### config.mk
export PLATFORM = sky130hd
export DESIGN_NAME = wws_top
export DESIGN_NICKNAME = d
export VERILOG_FILES = /design/src/rtl/wws_pkg.sv /design/src/rtl/wws_top.sv
export SDC_FILE = /design/constraint.sdc
export NUM_CORES = 1
export LEC_CHECK = 0
export ABC_AREA = 0
export BUFFER_PORTS_ARGS = -buffer_cell sky130_fd_sc_hd__buf_2
export CORE_ASPECT_RATIO = 1.1
export CORE_MARGIN = 5
export CORE_UTILIZATION = 50
export DETAILED_ROUTE_END_ITERATION = 12
export PLACE_DENSITY = 0.77
export SETUP_SLACK_MARGIN = 0.5
export SLEW_MARGIN = 10
export SYNTH_ARGS = -nofsm -noshare
export SYNTH_HDL_FRONTEND = slang
export SYNTH_SLANG_ARGS = --single-unit
### constraint.sdc
create_clock -name clk -period 6.9 [get_ports clk]
set_input_delay 0.69 -clock clk [delete_from_list [all_inputs] [get_ports clk]]
set_output_delay 0.69 -clock clk [all_outputs]
set_load 0.01 [all_outputs]
### src/rtl/wws_pkg.sv
// Shared constants and types of the watchdog and reset supervisor
package wws_pkg;

  // ----------------------------------------
  // Clock and time base
  // ----------------------------------------
  localparam int unsigned CLK_HZ      = 40_000_000;
  localparam int unsigned TICK_HZ     = 1_000_000;
  localparam int unsigned TICK_CYC    = CLK_HZ / TICK_HZ;
  localparam int unsigned TMR_W       = 18;
  localparam int unsigned LONG_WIN_MS = 65;
  localparam int unsigned REG_OFF_MS  = 200;
  localparam int unsigned REL_DLY_MS  = 2;
  localparam int unsigned SHORT_MS    = 4;
  localparam int unsigned CLOSED_MS   = 10;
  localparam int unsigned OPEN_MS     = 10;
  localparam int unsigned US_PER_MS   = 1000;

  // ----------------------------------------
  // Failure counts
  // ----------------------------------------
  localparam logic [3:0] FAIL_OFF  = 4'h8;
  localparam logic [3:0] FAIL_STBY = 4'hf;

  // ----------------------------------------
  // Register map and fields
  // ----------------------------------------
  localparam logic [3:0] ADDR_SERVICE = 4'h0;
  localparam logic [3:0] ADDR_CTRL    = 4'h4;
  localparam logic [3:0] ADDR_STATUS  = 4'h8;
  localparam logic [3:0] ADDR_STATE   = 4'hc;
  localparam int unsigned SVC_BIT   = 0;
  localparam int unsigned CTL_HOLD  = 0;
  localparam int unsigned CTL_LOAD_CURRENT_COMPARE_BIT  = 1;
  localparam int unsigned CTL_VTH   = 2;
  localparam logic [2:0] CTRL_RST   = 3'h0;

  // ----------------------------------------
  // Types
  // ----------------------------------------
  typedef enum logic [2:0] {
    ST_RESET  = 3'h0,
    ST_LONG   = 3'h1,
    ST_CLOSED = 3'h3,
    ST_OPEN   = 3'h2,
    ST_OFF    = 3'h6,
    ST_STBY   = 3'h7
  } wws_state_t;

  // Index 0 charge-pump supply, 1 regulator supply, 2 motor supply sense
  typedef struct packed {
    logic [2:0] ov_warn;
    logic [2:0] ov;
    logic [2:0] uv;
  } wws_supply_t;

  typedef struct packed {
    logic [3:0]  addr;
    logic [31:0] wdata;
    logic        wr;
    logic        rd;
  } wws_bus_t;

  localparam int unsigned SUP_CP  = 0;
  localparam int unsigned SUP_MSS = 2;

endpackage

### src/rtl/wws_top.sv
// Window watchdog, reset generator and supply fault supervisor
`timescale 1ns/1ps
// Contract
// - After reset release the watchdog starts with a 65 ms long open window.
// - A correct toggled write restarts window timing at once.
// - Eight failures in a row turn the regulator off for 200 ms.
// - Seven more failures in a row turn it off until a wake event: battery standby.
// - Each failure pulses the reset output and disables the gate drivers.
// - Programming mode disables the watchdog and raises no failure.
// - In regulator standby, supervise only with compare bit zero and load high.
// - Hold-off bit set in programming mode keeps watchdog off until power-on reset.
// - Failure, undervoltage or standby wake restart the long window.
// - Rewriting the same service value inside the window is no failure.
// - Reset output releases 2 ms after regulator output passes the threshold.
// - Undervoltage pulses reset, latches flag; clear only once voltage is back.
// - Regulator output below failure level 4 ms: short flag, battery standby.
// - Short flag clears only after short gone and a wake left standby.
// - Overvoltage warning flags latch per supply; clear once condition gone.
// - Overvoltage flags latch; pump and motor sense overvoltage disable gates.
// - Undervoltage flags latch per supply, report only, clear once gone.
// - Flash entry pin high puts the device in programming mode.
module wws_top
  import wws_pkg::*;
#(
  parameter logic [TMR_W-1:0] LONG_TICKS   = TMR_W'(LONG_WIN_MS * US_PER_MS),
  parameter logic [TMR_W-1:0] OFF_TICKS    = TMR_W'(REG_OFF_MS * US_PER_MS),
  parameter logic [TMR_W-1:0] REL_TICKS    = TMR_W'(REL_DLY_MS * US_PER_MS),
  parameter logic [TMR_W-1:0] SHORT_TICKS  = TMR_W'(SHORT_MS * US_PER_MS),
  parameter logic [TMR_W-1:0] CLOSED_TICKS = TMR_W'(CLOSED_MS * US_PER_MS),
  parameter logic [TMR_W-1:0] OPEN_TICKS   = TMR_W'(OPEN_MS * US_PER_MS)
) (
  // Clock and reset
  input  wire logic                 clk,
  input  wire logic                 arst_n,
  // Register port
  input  wire wws_pkg::wws_bus_t    bus,
  output logic [31:0]               rdata,
  // Comparators and mode inputs
  input  wire logic                 vdd_above_rt1,
  input  wire logic                 vdd_above_rt2,
  input  wire logic                 vdd_below_fail,
  input  wire wws_pkg::wws_supply_t supply,
  input  wire logic                 flash_entry_pin,
  input  wire logic                 vdd_standby_mode,
  input  wire logic                 load_current_high,
  input  wire logic                 wake_event,
  // Outputs
  output logic                      reset_out_n,
  output logic                      regulator_en,
  output logic                      gate_disable,
  output logic                      vbat_standby
);
  import wws_pkg::*;

  // ----------------------------------------
  // Tick divider
  // ----------------------------------------
  logic [5:0] div_q, div_d;
  logic       tick;
  always_comb begin
    tick  = (div_q == 6'(TICK_CYC - 1));
    div_d = tick ? 6'h00 : div_q + 6'h01;
  end
  always_ff @(posedge clk or negedge arst_n) begin
    if (!arst_n) div_q <= 6'h00;
    else div_q <= div_d;
  end

  // ----------------------------------------
  // Control register and hold-off lock
  // ----------------------------------------
  logic [2:0] ctrl_q, ctrl_d;
  logic       lock_q, lock_d;
  logic       flash_mode, ctrl_wr, svc_wr, svc_val, st_rd, wd_run;
  always_comb begin
    flash_mode = flash_entry_pin;
    ctrl_wr    = bus.wr && (bus.addr == ADDR_CTRL);
    svc_wr     = bus.wr && (bus.addr == ADDR_SERVICE);
    svc_val    = bus.wdata[SVC_BIT];
    st_rd      = bus.rd && (bus.addr == ADDR_STATUS);
    ctrl_d     = ctrl_wr ? bus.wdata[2:0] : ctrl_q;
    lock_d     = lock_q | (ctrl_wr && bus.wdata[CTL_HOLD] && flash_mode);
    wd_run     = !flash_mode && !lock_q &&
                 (!vdd_standby_mode || (!ctrl_q[CTL_LOAD_CURRENT_COMPARE_BIT] && load_current_high));
  end
  always_ff @(posedge clk or negedge arst_n) begin
    if (!arst_n) begin
      ctrl_q <= CTRL_RST;
      lock_q <= 1'b0;
    end else begin
      ctrl_q <= ctrl_d;
      lock_q <= lock_d;
    end
  end

  // ----------------------------------------
  // Watchdog and reset sequencer
  // ----------------------------------------
  wws_state_t       st_q, st_d;
  logic [TMR_W-1:0] tmr_q, tmr_d, sh_q, sh_d;
  logic [3:0]       cnt_q, cnt_d;
  logic             last_q, last_d, fs_q, fs_d;
  logic             fail, acc, vdd_ok, reg_on, tmr_clr;
  always_comb begin
    st_d    = st_q;
    cnt_d   = cnt_q;
    last_d  = last_q;
    fs_d    = fs_q;
    fail    = 1'b0;
    acc     = 1'b0;
    tmr_clr = 1'b0;
    reg_on  = (st_q != ST_OFF) && (st_q != ST_STBY);
    vdd_ok  = ctrl_q[CTL_VTH] ? vdd_above_rt2 : vdd_above_rt1;
    case (st_q)
      ST_RESET: begin
        tmr_clr = !vdd_ok;
        if (tmr_q >= REL_TICKS) st_d = ST_LONG;
      end
      ST_LONG: begin
        last_d = 1'b0;
        if (!wd_run) tmr_clr = 1'b1;
        else if (svc_wr && svc_val) begin
          acc    = 1'b1;
          last_d = 1'b1;
          st_d   = ST_CLOSED;
        end else if (tmr_q >= LONG_TICKS) fail = 1'b1;
      end
      ST_CLOSED: begin
        if (!wd_run) st_d = ST_LONG;
        else if (svc_wr && svc_val != last_q) fail = 1'b1;
        else if (tmr_q >= CLOSED_TICKS) st_d = ST_OPEN;
      end
      ST_OPEN: begin
        if (!wd_run) st_d = ST_LONG;
        else if (svc_wr && svc_val != last_q) begin
          acc    = 1'b1;
          last_d = svc_val;
          st_d   = ST_CLOSED;
        end else if (tmr_q >= OPEN_TICKS) fail = 1'b1;
      end
      ST_OFF: begin
        if (tmr_q >= OFF_TICKS) st_d = ST_RESET;
      end
      ST_STBY: begin
        cnt_d = 4'h0;
        if (wake_event) st_d = ST_RESET;
      end
      default: st_d = ST_RESET;
    endcase
    if (fail) begin
      cnt_d = cnt_q + 4'h1;
      fs_d  = 1'b1;
      if (cnt_d == FAIL_OFF) st_d = ST_OFF;
      else if (cnt_d == FAIL_STBY) st_d = ST_STBY;
      else st_d = ST_RESET;
    end
    if (acc) begin
      cnt_d = 4'h0;
      fs_d  = 1'b0;
    end
    if (reg_on && !vdd_ok && st_q != ST_RESET && st_d != ST_OFF && st_d != ST_STBY)
      st_d = ST_RESET;
    sh_d = (reg_on && vdd_below_fail) ? (tick ? sh_q + TMR_W'(1) : sh_q) : '0;
    if (reg_on && sh_q >= SHORT_TICKS) st_d = ST_STBY;
    if (st_d != st_q || acc || tmr_clr) tmr_d = '0;
    else if (tick && tmr_q != '1) tmr_d = tmr_q + TMR_W'(1);
    else tmr_d = tmr_q;
  end
  always_ff @(posedge clk or negedge arst_n) begin
    if (!arst_n) begin
      st_q   <= ST_RESET;
      tmr_q  <= '0;
      sh_q   <= '0;
      cnt_q  <= 4'h0;
      last_q <= 1'b0;
      fs_q   <= 1'b0;
    end else begin
      st_q   <= st_d;
      tmr_q  <= tmr_d;
      sh_q   <= sh_d;
      cnt_q  <= cnt_d;
      last_q <= last_d;
      fs_q   <= fs_d;
    end
  end

  // ----------------------------------------
  // Latched fault flags
  // ----------------------------------------
  logic [8:0] sup_q, sup_d, sup_in;
  logic       uvf_q, uvf_d, shf_q, shf_d, wk_q, wk_d;
  always_comb begin
    sup_in = {supply.uv, supply.ov, supply.ov_warn};
    sup_d  = sup_in | (sup_q & ~({9{st_rd}} & ~sup_in));
    uvf_d  = (reg_on && !vdd_ok && st_q != ST_RESET) | (uvf_q & ~(st_rd & vdd_ok));
    wk_d   = (st_q == ST_STBY && wake_event) | (wk_q & ~(reg_on && sh_q >= SHORT_TICKS));
    shf_d  = (reg_on && sh_q >= SHORT_TICKS) |
             (shf_q & ~(st_rd && !vdd_below_fail && wk_q && st_q != ST_STBY));
  end
  always_ff @(posedge clk or negedge arst_n) begin
    if (!arst_n) begin
      sup_q <= 9'h000;
      uvf_q <= 1'b0;
      shf_q <= 1'b0;
      wk_q  <= 1'b0;
    end else begin
      sup_q <= sup_d;
      uvf_q <= uvf_d;
      shf_q <= shf_d;
      wk_q  <= wk_d;
    end
  end

  // ----------------------------------------
  // Outputs
  // ----------------------------------------
  logic out_rst_n_q, out_rst_n_d, out_reg_q, out_reg_d;
  logic out_gd_q, out_gd_d, out_sb_q, out_sb_d;
  always_comb begin
    out_rst_n_d = (st_d != ST_RESET) && (st_d != ST_OFF) && (st_d != ST_STBY);
    out_reg_d   = (st_d != ST_OFF) && (st_d != ST_STBY);
    out_sb_d    = (st_d == ST_STBY);
    out_gd_d    = fs_d || !out_rst_n_d ||
                  sup_d[3 + SUP_CP] || sup_d[3 + SUP_MSS];
  end
  always_ff @(posedge clk or negedge arst_n) begin
    if (!arst_n) begin
      out_rst_n_q <= 1'b0;
      out_reg_q   <= 1'b1;
      out_gd_q    <= 1'b1;
      out_sb_q    <= 1'b0;
    end else begin
      out_rst_n_q <= out_rst_n_d;
      out_reg_q   <= out_reg_d;
      out_gd_q    <= out_gd_d;
      out_sb_q    <= out_sb_d;
    end
  end
  assign reset_out_n  = out_rst_n_q;
  assign regulator_en = out_reg_q;
  assign gate_disable = out_gd_q;
  assign vbat_standby = out_sb_q;

  // ----------------------------------------
  // Read data
  // ----------------------------------------
  logic [31:0] rd_q, rd_d;
  always_comb begin
    rd_d = 32'h0000_0000;
    if (bus.rd) begin
      case (bus.addr)
        ADDR_CTRL:   rd_d = {29'h0, ctrl_q};
        ADDR_STATUS: rd_d = {21'h0, sup_q, shf_q, uvf_q};
        ADDR_STATE:  rd_d = {20'h0, flash_mode, fs_q, lock_q, last_q, cnt_q, 1'b0, st_q};
        default:     rd_d = 32'h0000_0000;
      endcase
    end
  end
  always_ff @(posedge clk or negedge arst_n) begin
    if (!arst_n) rd_q <= 32'h0000_0000;
    else rd_q <= rd_d;
  end
  assign rdata = rd_q;

endmodule

After elaboration in Yosys (flattened, before gate mapping)
Cells that the tools add are included.

Bits in registers: 103. Input port bits: 56. Output and inout bits: 36. Logic and storage cells: 159.

Add/sub/neg operators: 4. Magnitude comparators: 5. Equal/unequal tests: 24. Muxes and demuxes: 46. Bitwise logic cells: 16. Reductions and logical operators: 46.

Operators by type and width (count): 18-bit 2-to-1 mux (4); 3-bit 2-to-1 mux (15); 18-bit by 1-bit adder with 18-bit output (second input constant) (2); 12-bit one-hot mux with 3 select lines (1); 1-bit logical AND (25); 9-bit bitwise AND (2); 18-bit by 11-bit >= comparator with 1-bit output (second input constant) (1); 18-bit by 12-bit >= comparator with 1-bit output (second input constant) (1); 18-bit by 14-bit >= comparator with 1-bit output (second input constant) (1); 18-bit by 16-bit >= comparator with 1-bit output (second input constant) (1); 18-bit >= comparator (second input constant) (1); 18-bit inequality test (second input constant) (1); 3-bit inequality test (second input constant) (6); 9-bit NOT (2); 3-bit one-hot mux with 6 select lines (1); 4-bit equality test (second input constant) (4); 1-bit 2-to-1 mux (16); 12-bit 2-to-1 mux (1); 4-bit 2-to-1 mux (3); 3-bit equality test (second input constant) (3); 9-bit OR (1); 3-bit nonzero test (3); 1-bit logical NOT (7); 6-bit by 1-bit adder with 6-bit output (second input constant) (1); 19 further kinds (38).

Depth between registers and ports, before layout
Depth after elaboration: 19. Depth in mapped cells: 10. Gate-level depth less buffers: 8.

Least setup slack after synthesis
No wires, ideal clock.

Path type: input-to-reg. Start: input bus[37] (netlist bit). End: register tmr_q[10]. Setup time: 0.123 ns. Arrival: 2.890 ns. Required time: 6.777 ns. Setup slack: 3.887 ns. Stages on the path: 10. Buffers on the path: 3. Path through: buf_2 > nor4b_4 > nor3b_1 > nor4b_1 > or3_1 > buf_6 > mux2_4 > o211ai_2 > buf_4 > nor3_2.

Longest elaborated chain between the ends: 16. Elaborated cells on any way between the ends: 33. Those cells by class: eq/ne: 3; mux: 21; reduce/logical: 9.

RTL lines: start, declared (RTL line wws_top.sv:36) `input wire wws_pkg::wws_bus_t bus,`; 4-bit logical NOT (*) (RTL line wws_top.sv:78) `svc_wr = bus.wr && (bus.addr == ADDR_SERVICE);`; 1-bit logical AND (*) (RTL line wws_top.sv:78); 1-bit logical AND, on equally long branches (RTL line wws_top.sv:130, wws_top.sv:135, wws_top.sv:122); 3-bit 2-to-1 mux (tied with other cells) (RTL line wws_top.sv:135) `else if (svc_wr && svc_val != last_q) begin`; 3-bit 2-to-1 mux (tied with other cells) (RTL line wws_top.sv:134) `if (!wd_run) st_d = ST_LONG;`; 3-bit one-hot mux with 6 select lines or 1-bit one-hot mux with 3 select lines (tied branches) (RTL line wws_top.sv:114) `case (st_q)`; 3-bit 2-to-1 mux (RTL line wws_top.sv:150) `if (fail) begin`; 3-bit inequality test (RTL line wws_top.sv:161) `if (reg_on && !vdd_ok && st_q != ST_RESET && st_d != ST_OFF && st_d != ST_STBY)`; 1-bit logical AND (2 in series) (RTL line wws_top.sv:161); 3-bit 2-to-1 mux (RTL line wws_top.sv:161); 3-bit 2-to-1 mux (RTL line wws_top.sv:164) `if (reg_on && sh_q >= SHORT_TICKS) st_d = ST_STBY;`; 3-bit inequality test (RTL line wws_top.sv:165) `if (st_d != st_q || acc || tmr_clr) tmr_d = '0;`; 1-bit logical OR (*) (2 in series) (RTL line wws_top.sv:165); 18-bit 2-to-1 mux or 2-bit nonzero test (tied branches); end signal, assigned (RTL line wws_top.sv:179) `tmr_q <= tmr_d;`; end, declared (RTL line wws_top.sv:100) `logic [TMR_W-1:0] tmr_q, tmr_d, sh_q, sh_d;`.

Mark *: on every way between the ends. The rest lies on a longest branch, timed or not. A chain may end at the register's enable or synchronous reset.

Final worst setup path
Start: register ctrl_q[1]. End: register tmr_q[4].

Longest elaborated chain between the ends: 16. Elaborated cells on any way between the ends: 28. Those cells by class: eq/ne: 3; mux: 16; reduce/logical: 9.

RTL lines: start, declared (RTL line wws_top.sv:72) `logic [2:0] ctrl_q, ctrl_d;`; start signal, assigned (RTL line wws_top.sv:91) `ctrl_q <= ctrl_d;`; 1-bit logical NOT (*) (RTL line wws_top.sv:84) `(!vdd_standby_mode || (!ctrl_q[CTL_LOAD_CURRENT_COMPARE_BIT] && load_current_high));`; 1-bit logical AND (*) (RTL line wws_top.sv:84); 1-bit logical OR (*) (RTL line wws_top.sv:84); 1-bit logical AND (*) (RTL line wws_top.sv:83) `wd_run = !flash_mode && !lock_q &&`; 3-bit 2-to-1 mux (tied with other cells) (RTL line wws_top.sv:134); 3-bit one-hot mux with 6 select lines or 1-bit one-hot mux with 3 select lines (tied branches) (RTL line wws_top.sv:114); 3-bit 2-to-1 mux (RTL line wws_top.sv:150); 3-bit inequality test (RTL line wws_top.sv:161); 1-bit logical AND (2 in series) (RTL line wws_top.sv:161); 3-bit 2-to-1 mux (RTL line wws_top.sv:161); 3-bit 2-to-1 mux (RTL line wws_top.sv:164); 3-bit inequality test (RTL line wws_top.sv:165); 1-bit logical OR (RTL line wws_top.sv:165); 1-bit logical OR (*) (RTL line wws_top.sv:165); 18-bit 2-to-1 mux or 2-bit nonzero test (tied branches).

Marks and branches as above.

==> impl_metrics.csv <==
group,metric,value,unit
routing,via_per_inst,5.42,
finish,layout.nets,543,
routing,wl_met2,4240,microns
grt,grt-ovfl-total,0,
placement,place_area,4660,sq um
setup_path,arrival,3.58,ns
grt,grt_pass1_vias,3270,
sta,skew,0.0117,ns
finish,stdcell_area,4860,sq um
sta,rsz0062_at_grt,"false",
setup_path,start_kind,"flop",
sta,drv_slew,0,
clock_tree,path_clk_slew,0.08,ns
synth,postSynthCellCount,441,
floorplanning,chipWidth,100,microns
synth,ys_ff_latch,83,
clock_tree,cts_resized,0,
sta,worst_slew_pin_slew,1.00,ns
synth,synth_edf_count,0,
grt,grt.total_usage,16.6,%
floorplanning,die_y,109,microns
routing,drc,0,
finish,drive_above_1_share,18.6,%
grt,grt_pass1_wl,14700,microns
routing,top_layer,"met4",
sta,tns,0,ns
synth,netlist_area,4450,sq um
status,outcome,"finished clean",
clock_tree,cts.htree.levels,3,
grt,antenna_found_initial,0,
setup_path,crit_required,7.09,ns
sta,maxSlewHeadroom,33.4,%
routing,drt_iter0_drc,134,
clock_tree,clockBufferDepth,2,
setup_path,cpPeakStageDelay,0.76,ns
sta,final-hold-violation-count,0,
routing,wl_per_cell,14.3,microns
grt,grt_max_degree,84,
setup_path,worstSetupPathType,"reg -> reg",
pwr,p_per_area,202,nW/um^2
setup_path,cp-end-kind,"flop",
placement,place_congestion,0.885,
setup_path,path_cells,"nand2b_1 -> a2111oi_2 -> nor4b_1 -> or3_1 -> mux2_4 -> o211ai_2 -> nor3_1",
pwr,ir_drop,0.0915,mV
synth,async_flop_share,100,%
clock_tree,cts_tree,"done",
min_path,hp-class,"reg -> reg",
placement,port_buffers,42,
routing,met1_length,3660,microns
routing,num_vias,3248,
floorplanning,ios,92,
routing,drt_first_pass_iters,4,
job,cap_violations,0,
sta,setup_viol,0,
clock_tree,clock_sinks,83,
floorplanning,core.rowCount,36,
setup_path,worstPathMaxFanout,18,
placement,dpl.hpwl,6120,microns
finish,diodes,0,
synth,synth.distinct_cells,62,
sta,period_minus_slack,3.39,ns
synth,synth_seq_area_share,46.7,%
synth,yosys_warnings,0,
clock_tree,cts-buffers-inserted,9,
setup_path,cpMaxStageDelayCell,"o211ai_2",
routing,drt_wl_total,8550,microns
clock_tree,clockRootBuffer,"clkbuf_8",
floorplanning,coreArea,8780,sq um
finish,syn_to_final_growth,9.22,%
pwr,leakagePower,0.00214,uW
sta,fin_crit_sh,49.2,%
clock_tree,post-cts-setup-buffers,0,
sta,hold_ws,0.458,ns
finish,fin_util,55.4,%
clock_tree,ctsHoldBuffers,0,
routing,postRouteAntennaNets,0,
synth,synthFlopType,"dfrtp_1",
sta,max_freq,295,MHz
floorplanning,start_util,50.7,%
clock_tree,clock_latency,0.35,ns
routing,route.met3.wl,509,microns
synth,syn_avg_cell_area,10.1,sq um
floorplanning,dieArea,10900,sq um
[critical path: cells and delay by family (launching register included)]
kind               cells  cell delay [ns]
DFF                    1             0.40
muxes                  1             0.35
and+or+nand+nor        4             1.16
AOI/OAI and AO/OA      2             1.31
[cell usage in the layout (no fill, tap or decap), types with 4 or more instances in the layout]
cell      instances
dfrtp_1          81
conb_1           20
xor2_1           24
mux2_2            6
xnor2_1          14
nand2_1          33
nor3_2           10
ha_1              7
buf_2            41
inv_1            12
nor2_1           46
nand3_1          22
a21o_1            9
nor3_1           17
or3_1             6
a21oi_1           8
clkbuf_8          9
nor4_1            4
and3_1            6
mux2i_1          11
o21ai_0          17
nand4_1          12
nor2b_1           6
[registers in the layout, indices dropped and copies added (netlist names)]
register / count
last_q: 1
fs_q: 1
sh_q: 18
st_q: 3
cnt_q: 4
uvf_q: 1
wk_q: 1
lock_q: 1
vbat_standby: 1
regulator_en: 1
tmr_q: 18
sup_q: 9
ctrl_q: 3
shf_q: 1
rdata: 12
div_q: 6
gate_disable: 1
reset_out_n: 1
[routing by layer]
layer / GRT usage [%] / up-vias
met3: 3.71 / 15
met4: 7.41 / 0
met2: 28.7 / 92
met1: 19.9 / 1554
met5: 0 / -
li1: - / 1587
[final cells by class]
type | instances | area [sq um]
multi-input combinational | 331 | 2170
timing repair buffer | 43 | 220
tap | 114 | 143
fill | 774 | 3920
inverter | 12 | 45.0
clock buffer | 10 | 128
sequential | 83 | 2080
clock inverter | 6 | 75.1
[final timing paths]
kind / from / endpoint / slack [ns] / cells past startpoint
worst min register to register: div_q[0]$_DFF_PN0_ / div_q[0]$_DFF_PN0_ / 0.46 / 1
worst max register to register: ctrl_q[1]$_DFFE_PN0P_ / tmr_q[4]$_DFFE_PN0P_ / 3.51 / 7
max in group asynchronous: arst_n / tmr_q[16]$_DFFE_PN0P_ / 5.76 / 1
worst min-delay path: div_q[0]$_DFF_PN0_ / div_q[0]$_DFF_PN0_ / 0.46 / 1
min in group asynchronous: arst_n / rdata[7]$_DFF_PN0_ / 0.51 / 1
worst max-delay path: ctrl_q[1]$_DFFE_PN0P_ / tmr_q[4]$_DFFE_PN0P_ / 3.51 / 7
[Yosys cell counts, drive strengths merged, types with 6 or more instances]
cell,instances,area [sq um]
nor2,46,173
clkbuf,8,30.0
xor2,25,238
buf,26,203
a21oi,8,40.0
nor2b,6,37.5
and3,6,37.5
mux2,7,82.6
a21o,9,67.6
xnor2,14,123
nor3,27,185
nand2,33,124
inv,12,45.0
dfrtp,81,2030
mux2i,11,110
o21ai,18,90.1
nand4,12,75.1
ha,7,87.6
nand3,22,110
or3,6,37.5
[metrics by stage]
stage,std cells,worst slack (ns),total power (uW)
final,599,3.51,983
after global routing,599,3.20,1030
after CTS,599,3.46,995
after detailed placement,583,3.19,643
after global placement,583,3.24,640
after floorplan,460,3.89,624
[kinds of logic (layout without fill, tap and decap cells)]
logic type / after synthesis / count (layout) / synth area share (%)
AOI/OAI and AO/OA: 63 / 63 / 10.4
xor gates and xnor gates: 39 / 39 / 8.09
adders and majority gates: 7 / 7 / 1.97
buffers and inverters: 46 / 71 / 6.24
DFF: 83 / 83 / 46.7
muxes: 18 / 18 / 4.33
other: 1 / 20 / 0.0842
and+or+nand+nor: 184 / 184 / 22.2
[power by group]
| group | switching (uW) | leakage (uW) | internal [uW] |
|---|---|---|---|
| combinational | 74.8 | 0.000966 | 40.7 |
| sequential | 15.8 | 0.00108 | 501 |
| clock | 179 | 0.0000986 | 172 |
| total | 269 | 0.00214 | 713 |
Note: power is estimated with default switching activity, not from simulation.
